--- src/common/afc_params.svh ---
// Functional notes
// Mode bit: 1 automatic, 0 software duty
// Channel field 00 remote, 11 fastest
// Min duty code nibble, resets to 5
// Codes 0..15 map linearly to duty
// One code step per tenth of range
// Spin-up code selects 200 ms..8 s
// Frequency code selects 11.7..93.5 Hz
// Speed range field selects N 1..8
// Local threshold in 4 degree steps
// Range code selects 5..80 degrees
// Remote threshold register, same layout
// Unfiltered: new duty applied at once
// Filter enable bit selects filtered operation
// Filtered: duty ramps toward target gradually
// Sample rate sets loop updates per second
// Software sets automatic bit last
// Software writes filter register before automatic
// Fan stays on until 5 below threshold
// Both channels: larger duty drives fan
// Spin-up when fan first turns on
// Full duty during spin-up, then calculated
// Off holds zero duty; code clamps 15
`ifndef AFC_PARAMS_SVH
`define AFC_PARAMS_SVH
// Register offsets
`define AFC_OFS_CFG1 8'h00
`define AFC_OFS_FANCHAR 8'h20
`define AFC_OFS_MINDUTY 8'h22
`define AFC_OFS_FILT 8'h23
`define AFC_OFS_LTHR 8'h24
`define AFC_OFS_RTHR 8'h25
// Reset values
`define AFC_RST_CFG1 8'h80
`define AFC_RST_FANCHAR 8'h1D
`define AFC_RST_MINDUTY 8'h05
`define AFC_RST_FILT 8'h10
`define AFC_RST_LTHR 8'h44
`define AFC_RST_RTHR 8'h64
// Field positions
`define AFC_CFG1_AUTO 7
`define AFC_CFG1_CH_HI 6
`define AFC_CFG1_CH_LO 5
// Timing
`define AFC_CLK_NS 10
`define AFC_US_NS 1000
`define AFC_MS_US 1000
`define AFC_SAMPLE_SLOW_MS 16000
`define AFC_SLOTS 240
`define AFC_SLOT_PER_CODE 16
`define AFC_HYST_DEG 5
`define AFC_MAX_CODE 4'hF
`endif

--- src/common/afc_pkg.sv ---
package afc_pkg;
    // Threshold register layout, shared by both channels
    typedef struct packed {
        logic [4:0] tmin;
        logic [2:0] range;
    } afc_thr_type;
    // Filter register layout
    typedef struct packed {
        logic spin_dis;
        logic [1:0] ramp;
        logic [2:0] rate;
        logic unused;
        logic en;
    } afc_filt_type;
    // Fan sequencing, Gray along off -> spin -> run
    typedef enum logic [1:0] {
        AFC_OFF = 2'b00,
        AFC_SPIN = 2'b01,
        AFC_RUN = 2'b11
    } afc_fan_st_type;
endpackage

--- src/hdl/afc_chan.sv ---
`timescale 1ns/1ps
`include "afc_params.svh"
module afc_chan (
    input wire logic mclk,
    input wire logic rst_n,
    input wire logic [7:0] temp,
    input wire afc_pkg::afc_thr_type thr,
    input wire logic [3:0] min_code,
    output logic running,
    output logic [3:0] duty_code
);
    logic running_r;
    logic running_nxt;
    wire [8:0] tmin_deg = {2'b00, thr.tmin, 2'b00}; // 4 degree steps
    wire [8:0] temp_w = {1'b0, temp};
    wire above = temp_w > tmin_deg;
    wire gone_cold = (temp_w + 9'd`AFC_HYST_DEG) <= tmin_deg;
    wire [8:0] excess = above ? (temp_w - tmin_deg) : 9'h000;
    // Range/10 is 0.5,1,2,4,8 degrees: double then shift
    wire [2:0] rsh = (thr.range > 3'd4) ? 3'd4 : thr.range;
    wire [9:0] steps = {excess, 1'b0} >> rsh;
    wire [10:0] raw = {7'h00, min_code} + {1'b0, steps};

    // Clamp to full code at or above full-speed point
    function automatic logic [3:0] clamp15(input logic [10:0] v);
        clamp15 = (v > 11'd15) ? `AFC_MAX_CODE : v[3:0];
    endfunction

    assign duty_code = clamp15(raw);
    assign running = running_r;

    // On above threshold, off only past hysteresis band
    assign running_nxt = above ? 1'b1 : (gone_cold ? 1'b0 : running_r);

    always_ff @(posedge mclk) begin
        if (!rst_n) begin
            running_r <= 1'b0;
        end else begin
            running_r <= running_nxt;
        end
    end

    property p_hyst;
        @(posedge mclk) disable iff (!rst_n)
        running_r && !gone_cold |=> running_r;
    endproperty
    a_hyst: assert property (p_hyst) else $error("fan dropped inside hysteresis");

    property p_clamp;
        @(posedge mclk) disable iff (!rst_n)
        (raw > 11'd15) |-> (duty_code == 4'hF);
    endproperty
    a_clamp: assert property (p_clamp) else $error("duty code not clamped");
endmodule // afc_chan

--- src/hdl/afc_pwm.sv ---
`timescale 1ns/1ps
`include "afc_params.svh"
module afc_pwm (
    input wire logic mclk,
    input wire logic rst_n,
    input wire logic slot_tick,
    input wire logic [7:0] duty_slots,
    output logic pwm_out
);
    logic [7:0] slot_r;
    logic [7:0] lat_r;
    logic pwm_r;
    wire last_slot = slot_r == 8'(`AFC_SLOTS - 1);
    wire [7:0] slot_nxt = last_slot ? 8'h00 : slot_r + 8'h01;

    // Duty latched per period so a change never chops a pulse
    always_ff @(posedge mclk) begin
        if (!rst_n) begin
            slot_r <= 8'h00;
            lat_r <= 8'h00;
            pwm_r <= 1'b0;
        end else if (slot_tick) begin
            slot_r <= slot_nxt;
            lat_r <= last_slot ? duty_slots : lat_r;
            pwm_r <= slot_nxt < (last_slot ? duty_slots : lat_r);
        end
    end
    assign pwm_out = pwm_r;

    property p_zero;
        @(posedge mclk) disable iff (!rst_n)
        (lat_r == 8'h00) && !last_slot |=> !pwm_r;
    endproperty
    a_zero: assert property (p_zero) else $error("pwm high at zero duty");
endmodule // afc_pwm

--- src/hdl/afc_top.sv ---
`timescale 1ns/1ps
`include "afc_params.svh"
module afc_top #(
    parameter int US_CYCLES = `AFC_US_NS / `AFC_CLK_NS,
    parameter int MS_US = `AFC_MS_US
) (
    input wire logic mclk,
    input wire logic rst_n,
    input wire logic reg_wr,
    input wire logic reg_rd,
    input wire logic [7:0] reg_addr,
    input wire logic [7:0] reg_wdata,
    output logic [7:0] reg_rdata,
    input wire logic [7:0] local_temp,
    input wire logic [7:0] remote_temp,
    input wire logic [3:0] sw_duty_code,
    output logic pwm_out,
    output logic fan_running,
    output logic spin_active,
    output logic [3:0] tach_div
);
    ////////////////////////////////////////////////////////////////////////////
    // Registers
    logic [7:0] cfg1_r;
    logic [7:0] fanchar_r;
    logic [7:0] minduty_r;
    afc_pkg::afc_filt_type filt_r;
    afc_pkg::afc_thr_type lthr_r;
    afc_pkg::afc_thr_type rthr_r;
    logic [7:0] rdata_r;
    logic [3:0] tach_div_r;

    // Address decode
    wire hit_cfg1 = reg_addr == `AFC_OFS_CFG1;
    wire hit_fanchar = reg_addr == `AFC_OFS_FANCHAR;
    wire hit_minduty = reg_addr == `AFC_OFS_MINDUTY;
    wire hit_filt = reg_addr == `AFC_OFS_FILT;
    wire hit_lthr = reg_addr == `AFC_OFS_LTHR;
    wire hit_rthr = reg_addr == `AFC_OFS_RTHR;

    // Register writes; unused filter bit stays zero
    always_ff @(posedge mclk) begin
        if (!rst_n) begin
            cfg1_r <= `AFC_RST_CFG1;
            fanchar_r <= `AFC_RST_FANCHAR;
            minduty_r <= `AFC_RST_MINDUTY;
            filt_r <= `AFC_RST_FILT;
            lthr_r <= `AFC_RST_LTHR;
            rthr_r <= `AFC_RST_RTHR;
        end else if (reg_wr) begin
            if (hit_cfg1) cfg1_r <= reg_wdata;
            if (hit_fanchar) fanchar_r <= reg_wdata;
            if (hit_minduty) minduty_r <= {4'h0, reg_wdata[3:0]};
            if (hit_filt) filt_r <= reg_wdata & 8'hFD;
            if (hit_lthr) lthr_r <= reg_wdata;
            if (hit_rthr) rthr_r <= reg_wdata;
        end
    end

    // Read mux; unmapped offsets read zero
    wire [7:0] rd_mux = hit_cfg1 ? cfg1_r :
                        hit_fanchar ? fanchar_r :
                        hit_minduty ? minduty_r :
                        hit_filt ? filt_r :
                        hit_lthr ? lthr_r :
                        hit_rthr ? rthr_r : 8'h00;

    always_ff @(posedge mclk) begin
        if (!rst_n) begin
            rdata_r <= 8'h00;
        end else if (reg_rd) begin
            rdata_r <= rd_mux;
        end
    end
    assign reg_rdata = rdata_r;

    // Speed range divisor N = 1,2,4,8 for the tach counter
    always_ff @(posedge mclk) begin
        if (!rst_n) begin
            tach_div_r <= 4'h1;
        end else begin
            tach_div_r <= 4'h1 << fanchar_r[7:6];
        end
    end
    assign tach_div = tach_div_r;

    ////////////////////////////////////////////////////////////////////////////
    // Time base: us, ms and PWM slot enables from one clock

    // Slot length in us for each frequency code (240 slots a period)
    function automatic logic [8:0] slot_us(input logic [2:0] code);
        int chz;
        chz = 1170;
        unique case (code)
            3'd0: chz = 1170;
            3'd1: chz = 1560;
            3'd2: chz = 2340;
            3'd3: chz = 3125;
            3'd4: chz = 3750;
            3'd5: chz = 4690;
            3'd6: chz = 6250;
            3'd7: chz = 9350;
        endcase
        slot_us = 9'((100_000_000 + chz * 120) / (chz * `AFC_SLOTS));
    endfunction

    // Spin-up length in ms per code
    function automatic logic [13:0] spin_ms(input logic [2:0] code);
        spin_ms = 14'd200;
        unique case (code)
            3'd0: spin_ms = 14'd200;
            3'd1: spin_ms = 14'd400;
            3'd2: spin_ms = 14'd600;
            3'd3: spin_ms = 14'd800;
            3'd4: spin_ms = 14'd1000;
            3'd5: spin_ms = 14'd2000;
            3'd6: spin_ms = 14'd4000;
            3'd7: spin_ms = 14'd8000;
        endcase
    endfunction

    logic [15:0] us_cnt_r;
    logic [15:0] ms_cnt_r;
    logic [8:0] slot_cnt_r;
    logic [13:0] upd_cnt_r;
    wire us_tick = us_cnt_r == 16'(US_CYCLES - 1);
    wire ms_tick = us_tick && (ms_cnt_r == 16'(MS_US - 1));
    wire [8:0] slot_len = slot_us(fanchar_r[5:3]);
    wire slot_tick = us_tick && (slot_cnt_r >= slot_len - 9'd1);
    // Updates per second double with each rate code
    wire [13:0] upd_ms = 14'(`AFC_SAMPLE_SLOW_MS) >> filt_r.rate;
    wire upd_tick = ms_tick && (upd_cnt_r >= upd_ms - 14'd1);

    // Free-running dividers
    always_ff @(posedge mclk) begin
        if (!rst_n) begin
            us_cnt_r <= 16'h0000;
            ms_cnt_r <= 16'h0000;
            slot_cnt_r <= 9'h000;
            upd_cnt_r <= 14'h0000;
        end else begin
            us_cnt_r <= us_tick ? 16'h0000 : us_cnt_r + 16'h0001;
            if (us_tick) ms_cnt_r <= ms_tick ? 16'h0000 : ms_cnt_r + 16'h0001;
            if (us_tick) slot_cnt_r <= slot_tick ? 9'h000 : slot_cnt_r + 9'h001;
            if (ms_tick) upd_cnt_r <= upd_tick ? 14'h0000 : upd_cnt_r + 14'h0001;
        end
    end

    ////////////////////////////////////////////////////////////////////////////
    // Per-channel loops and channel selection
    logic l_run;
    logic r_run;
    logic [3:0] l_code;
    logic [3:0] r_code;

    afc_chan u_local (
        .mclk(mclk),
        .rst_n(rst_n),
        .temp(local_temp),
        .thr(lthr_r),
        .min_code(minduty_r[3:0]),
        .running(l_run),
        .duty_code(l_code)
    );

    afc_chan u_remote (
        .mclk(mclk),
        .rst_n(rst_n),
        .temp(remote_temp),
        .thr(rthr_r),
        .min_code(minduty_r[3:0]),
        .running(r_run),
        .duty_code(r_code)
    );

    wire auto_mode = cfg1_r[`AFC_CFG1_AUTO];
    wire both_ch = cfg1_r[`AFC_CFG1_CH_HI] & cfg1_r[`AFC_CFG1_CH_LO];
    // Only running channels compete; 11 takes the faster one
    wire [3:0] l_eff = l_run ? l_code : 4'h0;
    wire [3:0] r_eff = r_run ? r_code : 4'h0;
    wire [3:0] sel_code = both_ch ? ((l_eff > r_eff) ? l_eff : r_eff) : r_eff;
    wire fan_on = auto_mode && (both_ch ? (l_run | r_run) : r_run);
    wire [7:0] target = 8'(sel_code * `AFC_SLOT_PER_CODE); // 16 slots a code

    ////////////////////////////////////////////////////////////////////////////
    // Fan sequencer: off, spin-up, run
    afc_pkg::afc_fan_st_type st_r;
    afc_pkg::afc_fan_st_type st_nxt;
    logic [13:0] spin_r;
    wire spin_done = spin_r == 14'h0000;

    always_comb begin
        st_nxt = st_r;
        unique case (st_r)
            afc_pkg::AFC_OFF:
                if (fan_on) st_nxt = filt_r.spin_dis ? afc_pkg::AFC_RUN : afc_pkg::AFC_SPIN;
            afc_pkg::AFC_SPIN:
                if (!fan_on) st_nxt = afc_pkg::AFC_OFF;
                else if (spin_done) st_nxt = afc_pkg::AFC_RUN;
            afc_pkg::AFC_RUN:
                if (!fan_on) st_nxt = afc_pkg::AFC_OFF;
            default: st_nxt = afc_pkg::AFC_OFF;
        endcase
    end

    // Spin timer loads on entry, counts ms ticks
    always_ff @(posedge mclk) begin
        if (!rst_n) begin
            st_r <= afc_pkg::AFC_OFF;
            spin_r <= 14'h0000;
        end else begin
            st_r <= st_nxt;
            if (st_r != afc_pkg::AFC_SPIN) spin_r <= spin_ms(fanchar_r[2:0]);
            else if (ms_tick && !spin_done) spin_r <= spin_r - 14'h0001;
        end
    end

    ////////////////////////////////////////////////////////////////////////////
    // Duty selection and filtered ramp
    logic [7:0] duty_r;
    wire [7:0] ramp = 8'h01 << filt_r.ramp; // 1,2,4,8 slots
    wire [8:0] up = {1'b0, duty_r} + {1'b0, ramp};
    wire [7:0] ramp_up = (up >= {1'b0, target}) ? target : up[7:0];
    wire [7:0] ramp_dn = (duty_r <= target + ramp) ? target : duty_r - ramp;
    wire [7:0] ramped = (duty_r < target) ? ramp_up : ramp_dn;
    // Filtered moves only on loop updates; plain tracks at once
    wire [7:0] run_duty = filt_r.en ? (upd_tick ? ramped : duty_r) : target;
    wire [7:0] duty_nxt = !auto_mode ? 8'(sw_duty_code * `AFC_SLOT_PER_CODE) :
                          (st_r == afc_pkg::AFC_OFF) ? 8'h00 :
                          (st_r == afc_pkg::AFC_SPIN) ? 8'(`AFC_SLOTS) :
                          run_duty;

    always_ff @(posedge mclk) begin
        if (!rst_n) begin
            duty_r <= 8'h00;
            fan_running <= 1'b0;
            spin_active <= 1'b0;
        end else begin
            duty_r <= duty_nxt;
            fan_running <= st_r != afc_pkg::AFC_OFF;
            spin_active <= st_r == afc_pkg::AFC_SPIN;
        end
    end

    afc_pwm u_pwm (
        .mclk(mclk),
        .rst_n(rst_n),
        .slot_tick(slot_tick),
        .duty_slots(duty_r),
        .pwm_out(pwm_out)
    );

    ////////////////////////////////////////////////////////////////////////////
    // Checks
    property p_sw_duty;
        @(posedge mclk) disable iff (!rst_n)
        !auto_mode |=> duty_r == 8'($past(sw_duty_code) * 16);
    endproperty
    a_sw_duty: assert property (p_sw_duty) else $error("software duty not applied");

    property p_off_zero;
        @(posedge mclk) disable iff (!rst_n)
        auto_mode && st_r == afc_pkg::AFC_OFF |=> duty_r == 8'h00;
    endproperty
    a_off_zero: assert property (p_off_zero) else $error("duty not zero while off");

    property p_spin_full;
        @(posedge mclk) disable iff (!rst_n)
        auto_mode && st_r == afc_pkg::AFC_SPIN |=> duty_r == 8'd240;
    endproperty
    a_spin_full: assert property (p_spin_full) else $error("spin-up not full duty");

    property p_spin_entry;
        @(posedge mclk) disable iff (!rst_n)
        st_r == afc_pkg::AFC_OFF && fan_on && !filt_r.spin_dis |=> st_r == afc_pkg::AFC_SPIN;
    endproperty
    a_spin_entry: assert property (p_spin_entry) else $error("no spin-up on start");

    property p_unfilt;
        @(posedge mclk) disable iff (!rst_n)
        auto_mode && st_r == afc_pkg::AFC_RUN && !filt_r.en |=> duty_r == $past(target);
    endproperty
    a_unfilt: assert property (p_unfilt) else $error("unfiltered duty lagged");

    property p_hold;
        @(posedge mclk) disable iff (!rst_n)
        auto_mode && st_r == afc_pkg::AFC_RUN && filt_r.en && !upd_tick
            |=> duty_r == $past(duty_r);
    endproperty
    a_hold: assert property (p_hold) else $error("filtered duty moved off update");

    property p_step;
        @(posedge mclk) disable iff (!rst_n)
        auto_mode && st_r == afc_pkg::AFC_RUN && filt_r.en && upd_tick && duty_r < target
            |=> duty_r > $past(duty_r) && duty_r <= $past(duty_r) + 8'd8;
    endproperty
    a_step: assert property (p_step) else $error("ramp step wrong");

    property p_max;
        @(posedge mclk) disable iff (!rst_n)
        both_ch |-> sel_code >= l_eff && sel_code >= r_eff;
    endproperty
    a_max: assert property (p_max) else $error("faster channel not chosen");

    c_spin: cover property (@(posedge mclk) st_r == afc_pkg::AFC_SPIN ##1 st_r == afc_pkg::AFC_RUN);
    c_ramp: cover property (@(posedge mclk) filt_r.en && upd_tick && st_r == afc_pkg::AFC_RUN);
    c_both: cover property (@(posedge mclk) both_ch && l_run && r_run && l_eff > r_eff);
endmodule // afc_top

--- config.mk ---
export PLATFORM = sky130hd
export DESIGN_NAME = afc_top
export DESIGN_NICKNAME = d
export VERILOG_FILES = /design/src/common/afc_pkg.sv /design/src/hdl/afc_chan.sv /design/src/hdl/afc_pwm.sv /design/src/hdl/afc_top.sv
export VERILOG_INCLUDE_DIRS = /design/src /design/src/common
export SDC_FILE = /design/constraint.sdc
export NUM_CORES = 1
export LEC_CHECK = 0
export BUFFER_PORTS_ARGS = -buffer_cell sky130_fd_sc_hd__buf_2
export CAP_MARGIN = 15
export CORE_UTILIZATION = 60
export DETAILED_ROUTE_END_ITERATION = 6
export HOLD_SLACK_MARGIN = 0.02
export PLACE_DENSITY_LB_ADDON = 0.25
export SLEW_MARGIN = 20
export SYNTH_ARGS = -nofsm -noshare
export SYNTH_HDL_FRONTEND = slang
export SYNTH_HIERARCHICAL = 1
export SYNTH_SLANG_ARGS = --single-unit
--- constraint.sdc ---
create_clock -name mclk -period 108.7 [get_ports mclk]
set_input_delay 16.305 -clock mclk [delete_from_list [all_inputs] [get_ports mclk]]
set_output_delay 16.305 -clock mclk [all_outputs]
set_load 0.005 [all_outputs]
# After elaboration in Yosys (flattened, before gate mapping)
# Memory sizes are Yosys's and may differ from the RTL's. A register that Yosys moved wholly into a read port is not among the register bits.
# Cells that the tools add are included.
# word_totals
rom_bits	192
reg_bits	155
output_inout_bits	15
in_bits	40
mem_count	2
# mem_list
name	words	word_bits	rd	rd_ports_with_merged_regs	write_ports	line	rtl
(name not given)	8	14	1	1	0	afc_top.sv:94	unique case (code)
(name not given)	8	10	1	1	0	afc_top.sv:110	unique case (code)
# classes
div	1
n_eq_ne	15
n_addsub	18
multipliers	2
shifts	5
reduce_logical	22
n_bitwise	5
n_mux	46
n_lt_le_gt_ge	15
# op_table
operator	count
$mux 8	16
$mux 14	3
$eq 8x6->1 const B	5
$add 16x1->16 const B	2
$add 28x32->32 const A	1
$div 32x32->32	1
$mul 32x5->28 const B	1
$mul 32x5->29 const B	1
$sub 14x1->14 const B	2
$mux 9	3
$mux 4	6
$add 4x10->11	2
$gt 11x4->1 const B	2
$shr 10x3->10	2
$add 8x3->9 const B	2
$le 9x7->1	2
$mux 3	6
$sub 8x7->9	2
$eq 16x10->1 const B	1
$eq 16x7->1 const B	1
$gt 8x7->1	2
$lt 8x8->1	2
$mux 16	1
$add 14x1->14 const B	1
38 further kinds	62

# Logic depth before layout (Yosys ltp)
# logic_depth
depth_word	19
ltp_mapped	485
depth_no_buf	457

# Hierarchy
# Netlist, hierarchy kept.
# modules_own_cells
module	area_each_um2	cells_each	instances	seq_area_each_um2
afc_top	28738.8	3856	1	3163.0
afc_chan	1016.0	134	2	20.0
afc_pwm	1128.6	125	1	340.3

# Worst setup path before layout
# OpenSTA, ideal clock, no wires.
# synth_path
kind	register to register
startpoint	register (tool-made name)
endpoint	register u_pwm.slot_r[7]
path_slack_ns	22.869
t_arrival_ns	85.709
setup_ns	0.122
stages_incl_launch_ff	450
cell_sequence	dfxtp_1 inv_1 ha_1 ha_1 xor2_1 ha_1 fa_1 nand3_1 a21oi_1 or2_1 o41ai_2 a311oi_2 or3_4 buf_2 nor3_1 clkbuf_1 nand3_1 nor3_1 [414 not listed] nor2_1 o311a_1 ha_1 ha_1 a21o_1 a21oi_1 nor2b_1 o21ai_0 nand2b_1 a21oi_1 nor2b_1 o21ai_0 nand2b_1 a21oi_1 nor2_1 buf_2 and4b_1 a311o_1
# synth_lines
item	line	rtl
to (signal assigned)	afc_pwm.sv:23	slot_r <= slot_nxt;
to (decl)	afc_pwm.sv:10	logic [7:0] slot_r;

==> flow_summary.toml <==
[detailed_routing]
dr_wl_met2_um = 37460
route.detailed.drc = 0
met3_wirelength_um = 4853
via_per_inst = 6.315
top_layer = "met4"
postRouteAntennaNets = 0
m1WireLength_um = 37900
vias = 31180
drt_first_pass_iters = 6
drt_iter0_markers = 2312
wirelength_um = 83200
wl_per_cell_um = 16.85

[yosys]
syn_avg_cell_area_um2 = 7.507
synth.cell_area_mm2 = 0.03190
ys_warn_count = 6
ys_seq_area_share_pct = 11.11
yosys_register_bits = 177
async_reset_ff_share_pct = 0
yosysTopAreaCellShare_pct = 18.75
synthesis.instances = 4249
yosysUniqueCellTypes = 132
synthTopCellsByCount = "478 x ha_1, 377 x nor2_1, 376 x nand2_1"
yosys-top-cells-area = "ha_1 19%, dfxtp_1 11%, o21a_1 4.8%"
yosysTopAreaCell = "ha_1"
yosysMostFrequentCell = "ha_1"
synth_flop_cell = "dfxtp_1"
synth_edf_count = 0

[sta]
report.final.slew_viol_count = 0
slew-limit-headroom_pct = 23.11
finalSetupViolations = 0
fmax_mhz = 10.64
layout_setup_ws_ns = 14.76
fin_tns_setup_ns = 0
fin_crit_sh_pct = 86.42
fin_crit_ns = 93.94
rsz0062_at_grt = "no"
finalClockSkew_ns = 0.01048
tightestPinTransition_ns = 1.152
hold_viol = 0

[clocking]
numCtsBuffers = 17
post_cts_buffers = 0
clock_latency_ns = 0.44
cts_tree = "built"
clock_path_buffers = 2
clk_pin_slew_ns = 0.07
postCtsHoldBufs = 0
cts-root-buf = "clkbuf_16"
clock_sinks = 177
ctsResizeCount = 0
ctsHtreeMaxLevel = 4

[layout]
drive_gt1_share_pct = 8.708
stdcell_count = 4937
antenna_cells = 0
fin_nets = 4781
area_growth_pct = 4.577

[global_routing]
grt_pass1_vias = 28830
grt_usage_pct = 30.47
grt_antenna_before_repair = 0
grt_pass1_wl_um = 139300
grt_max_degree = 84
overflow = 0

[floorplanning]
dieArea_mm2 = 0.05409
die_h_um = 232.6
core_area_mm2 = 0.05255
die_w_um = 232.6
initial_core_util_pct = 60.70
num_rows = 84
io_pins = 55

[hold_path]
holdPathEnd = "u_pwm/lat_r[3]"
holdCritStartpoint = "u_pwm/lat_r[3]"
holdCritPathClass = "register to register"
hold_depth = 2

[placed_design]
io_buffers = 54
dp_cells = 4905
hpwlAfterDp_um = 65210
dp_slack_ns = 16.45
place_congestion = 0.9534

[setup_path]
cp_data_required_time_ns = 109.08
path_class = "register to register"
arrival_ns = 94.32
cp_slowest_stage_delay_ns = 0.90
worst_path_max_delay_cell = "a21oi_1"
worstSetupStartpointType = "register"
endpoint_kind = "register"
rr_endpoint = "u_pwm/pwm_out"
rr_worst_depth = 437
ff2ff_setup_slack_ns = 14.76
cpMostUsedCell = "o21a_1"
crit_path_max_fanout = 41

[flow_run]
drv_cap = 0

[run_status]
status = "completed"
-- how the worst max path moves through the flow --
| stage | end | cells past startpoint | slack (ns) |
|---|---|---|---|
| finish | u_pwm/pwm_out | 437 | 14.76 |
| global route | u_pwm/pwm_out | 443 | 7.23 |
| CTS | u_pwm/pwm_out | 437 | 16.07 |
| detailed placement | u_pwm/pwm_out | 437 | 16.45 |
| global placement | u_pwm/pwm_out | 437 | 18.68 |
| floorplan | u_pwm/slot_r[7] | 449 | 22.87 |
-- worst max-delay path: cells and delay by family, from the launching register on --
kind	cells	cell delay, ns
AO/OA/AOI/OAI	270	55.93
multiplexers	6	2.45
flip-flops	1	0.42
XOR/XNOR	2	0.46
adder cells (fa/ha/maj)	32	9.73
buffers and inverters	25	5.76
AND/OR/NAND/NOR	102	18.88
-- metrics by stage --
stage / hold slack, ns / instance area [um2] / utilization (%)
2_1_floorplan: 0.4260 / 31910 / -
3_3_place_gp: 0.4398 / 32780 / 62.38
3_5_place_dp: 0.4467 / 32780 / 62.38
4_1_cts: 0.4567 / 33360 / 63.48
5_1_grt: 0.4745 / 33360 / 63.48
6_report: 0.4541 / 33360 / 63.48
-- cell usage in the layout, fill, tap and decap left out, drive strengths merged, types with 46 or more instances in the layout --
cell,instances
ha,478
nor2,378
nand2,376
a21oi,262
nor3,222
o21ai,211
o21a,202
inv,198
dfxtp,177
xnor2,155
nand3,145
xor2,101
buf,98
o31ai,97
mux2,91
mux2i,76
nor2b,67
a21o,65
nand2b,62
and3,59
or2,58
nand4,48
or3,46
-- final cells by class --
type,count,area [um2]
clock buffers,21,460.4
clock inverters,11,118.9
fillers,4749,19190
inverters,195,733.2
multi-input cells,3747,27040
flip-flops and latches,177,3543
well taps,688,860.8
repair buffers,98,600.6
-- cell families (layout without fill, tap and decap cells) --
group | after synthesis | after routing | synth area share [%]
buffers and inverters | 329 | 325 | 4.264
AO/OA/AOI/OAI | 1217 | 1217 | 26.54
flip-flops | 177 | 177 | 11.11
multiplexers | 169 | 169 | 5.833
AND/OR/NAND/NOR | 1590 | 1590 | 24.60
other | 2 | 6 | 0.02354
XOR/XNOR | 256 | 256 | 7.052
adder cells (fa/ha/maj) | 509 | 509 | 20.58
-- routing by layer --
| layer | up-vias | global-route usage [%] |
|---|---|---|
| li1 | 15780 | - |
| met1 | 14230 | 40.06 |
| met2 | 968 | 51.26 |
| met3 | 205 | 2.990 |
| met4 | 0 | 11.23 |
| met5 | - | 0 |
Power is not shown: default switching activity piles up to over one toggle a cycle in this logic, so the estimate is an artifact.
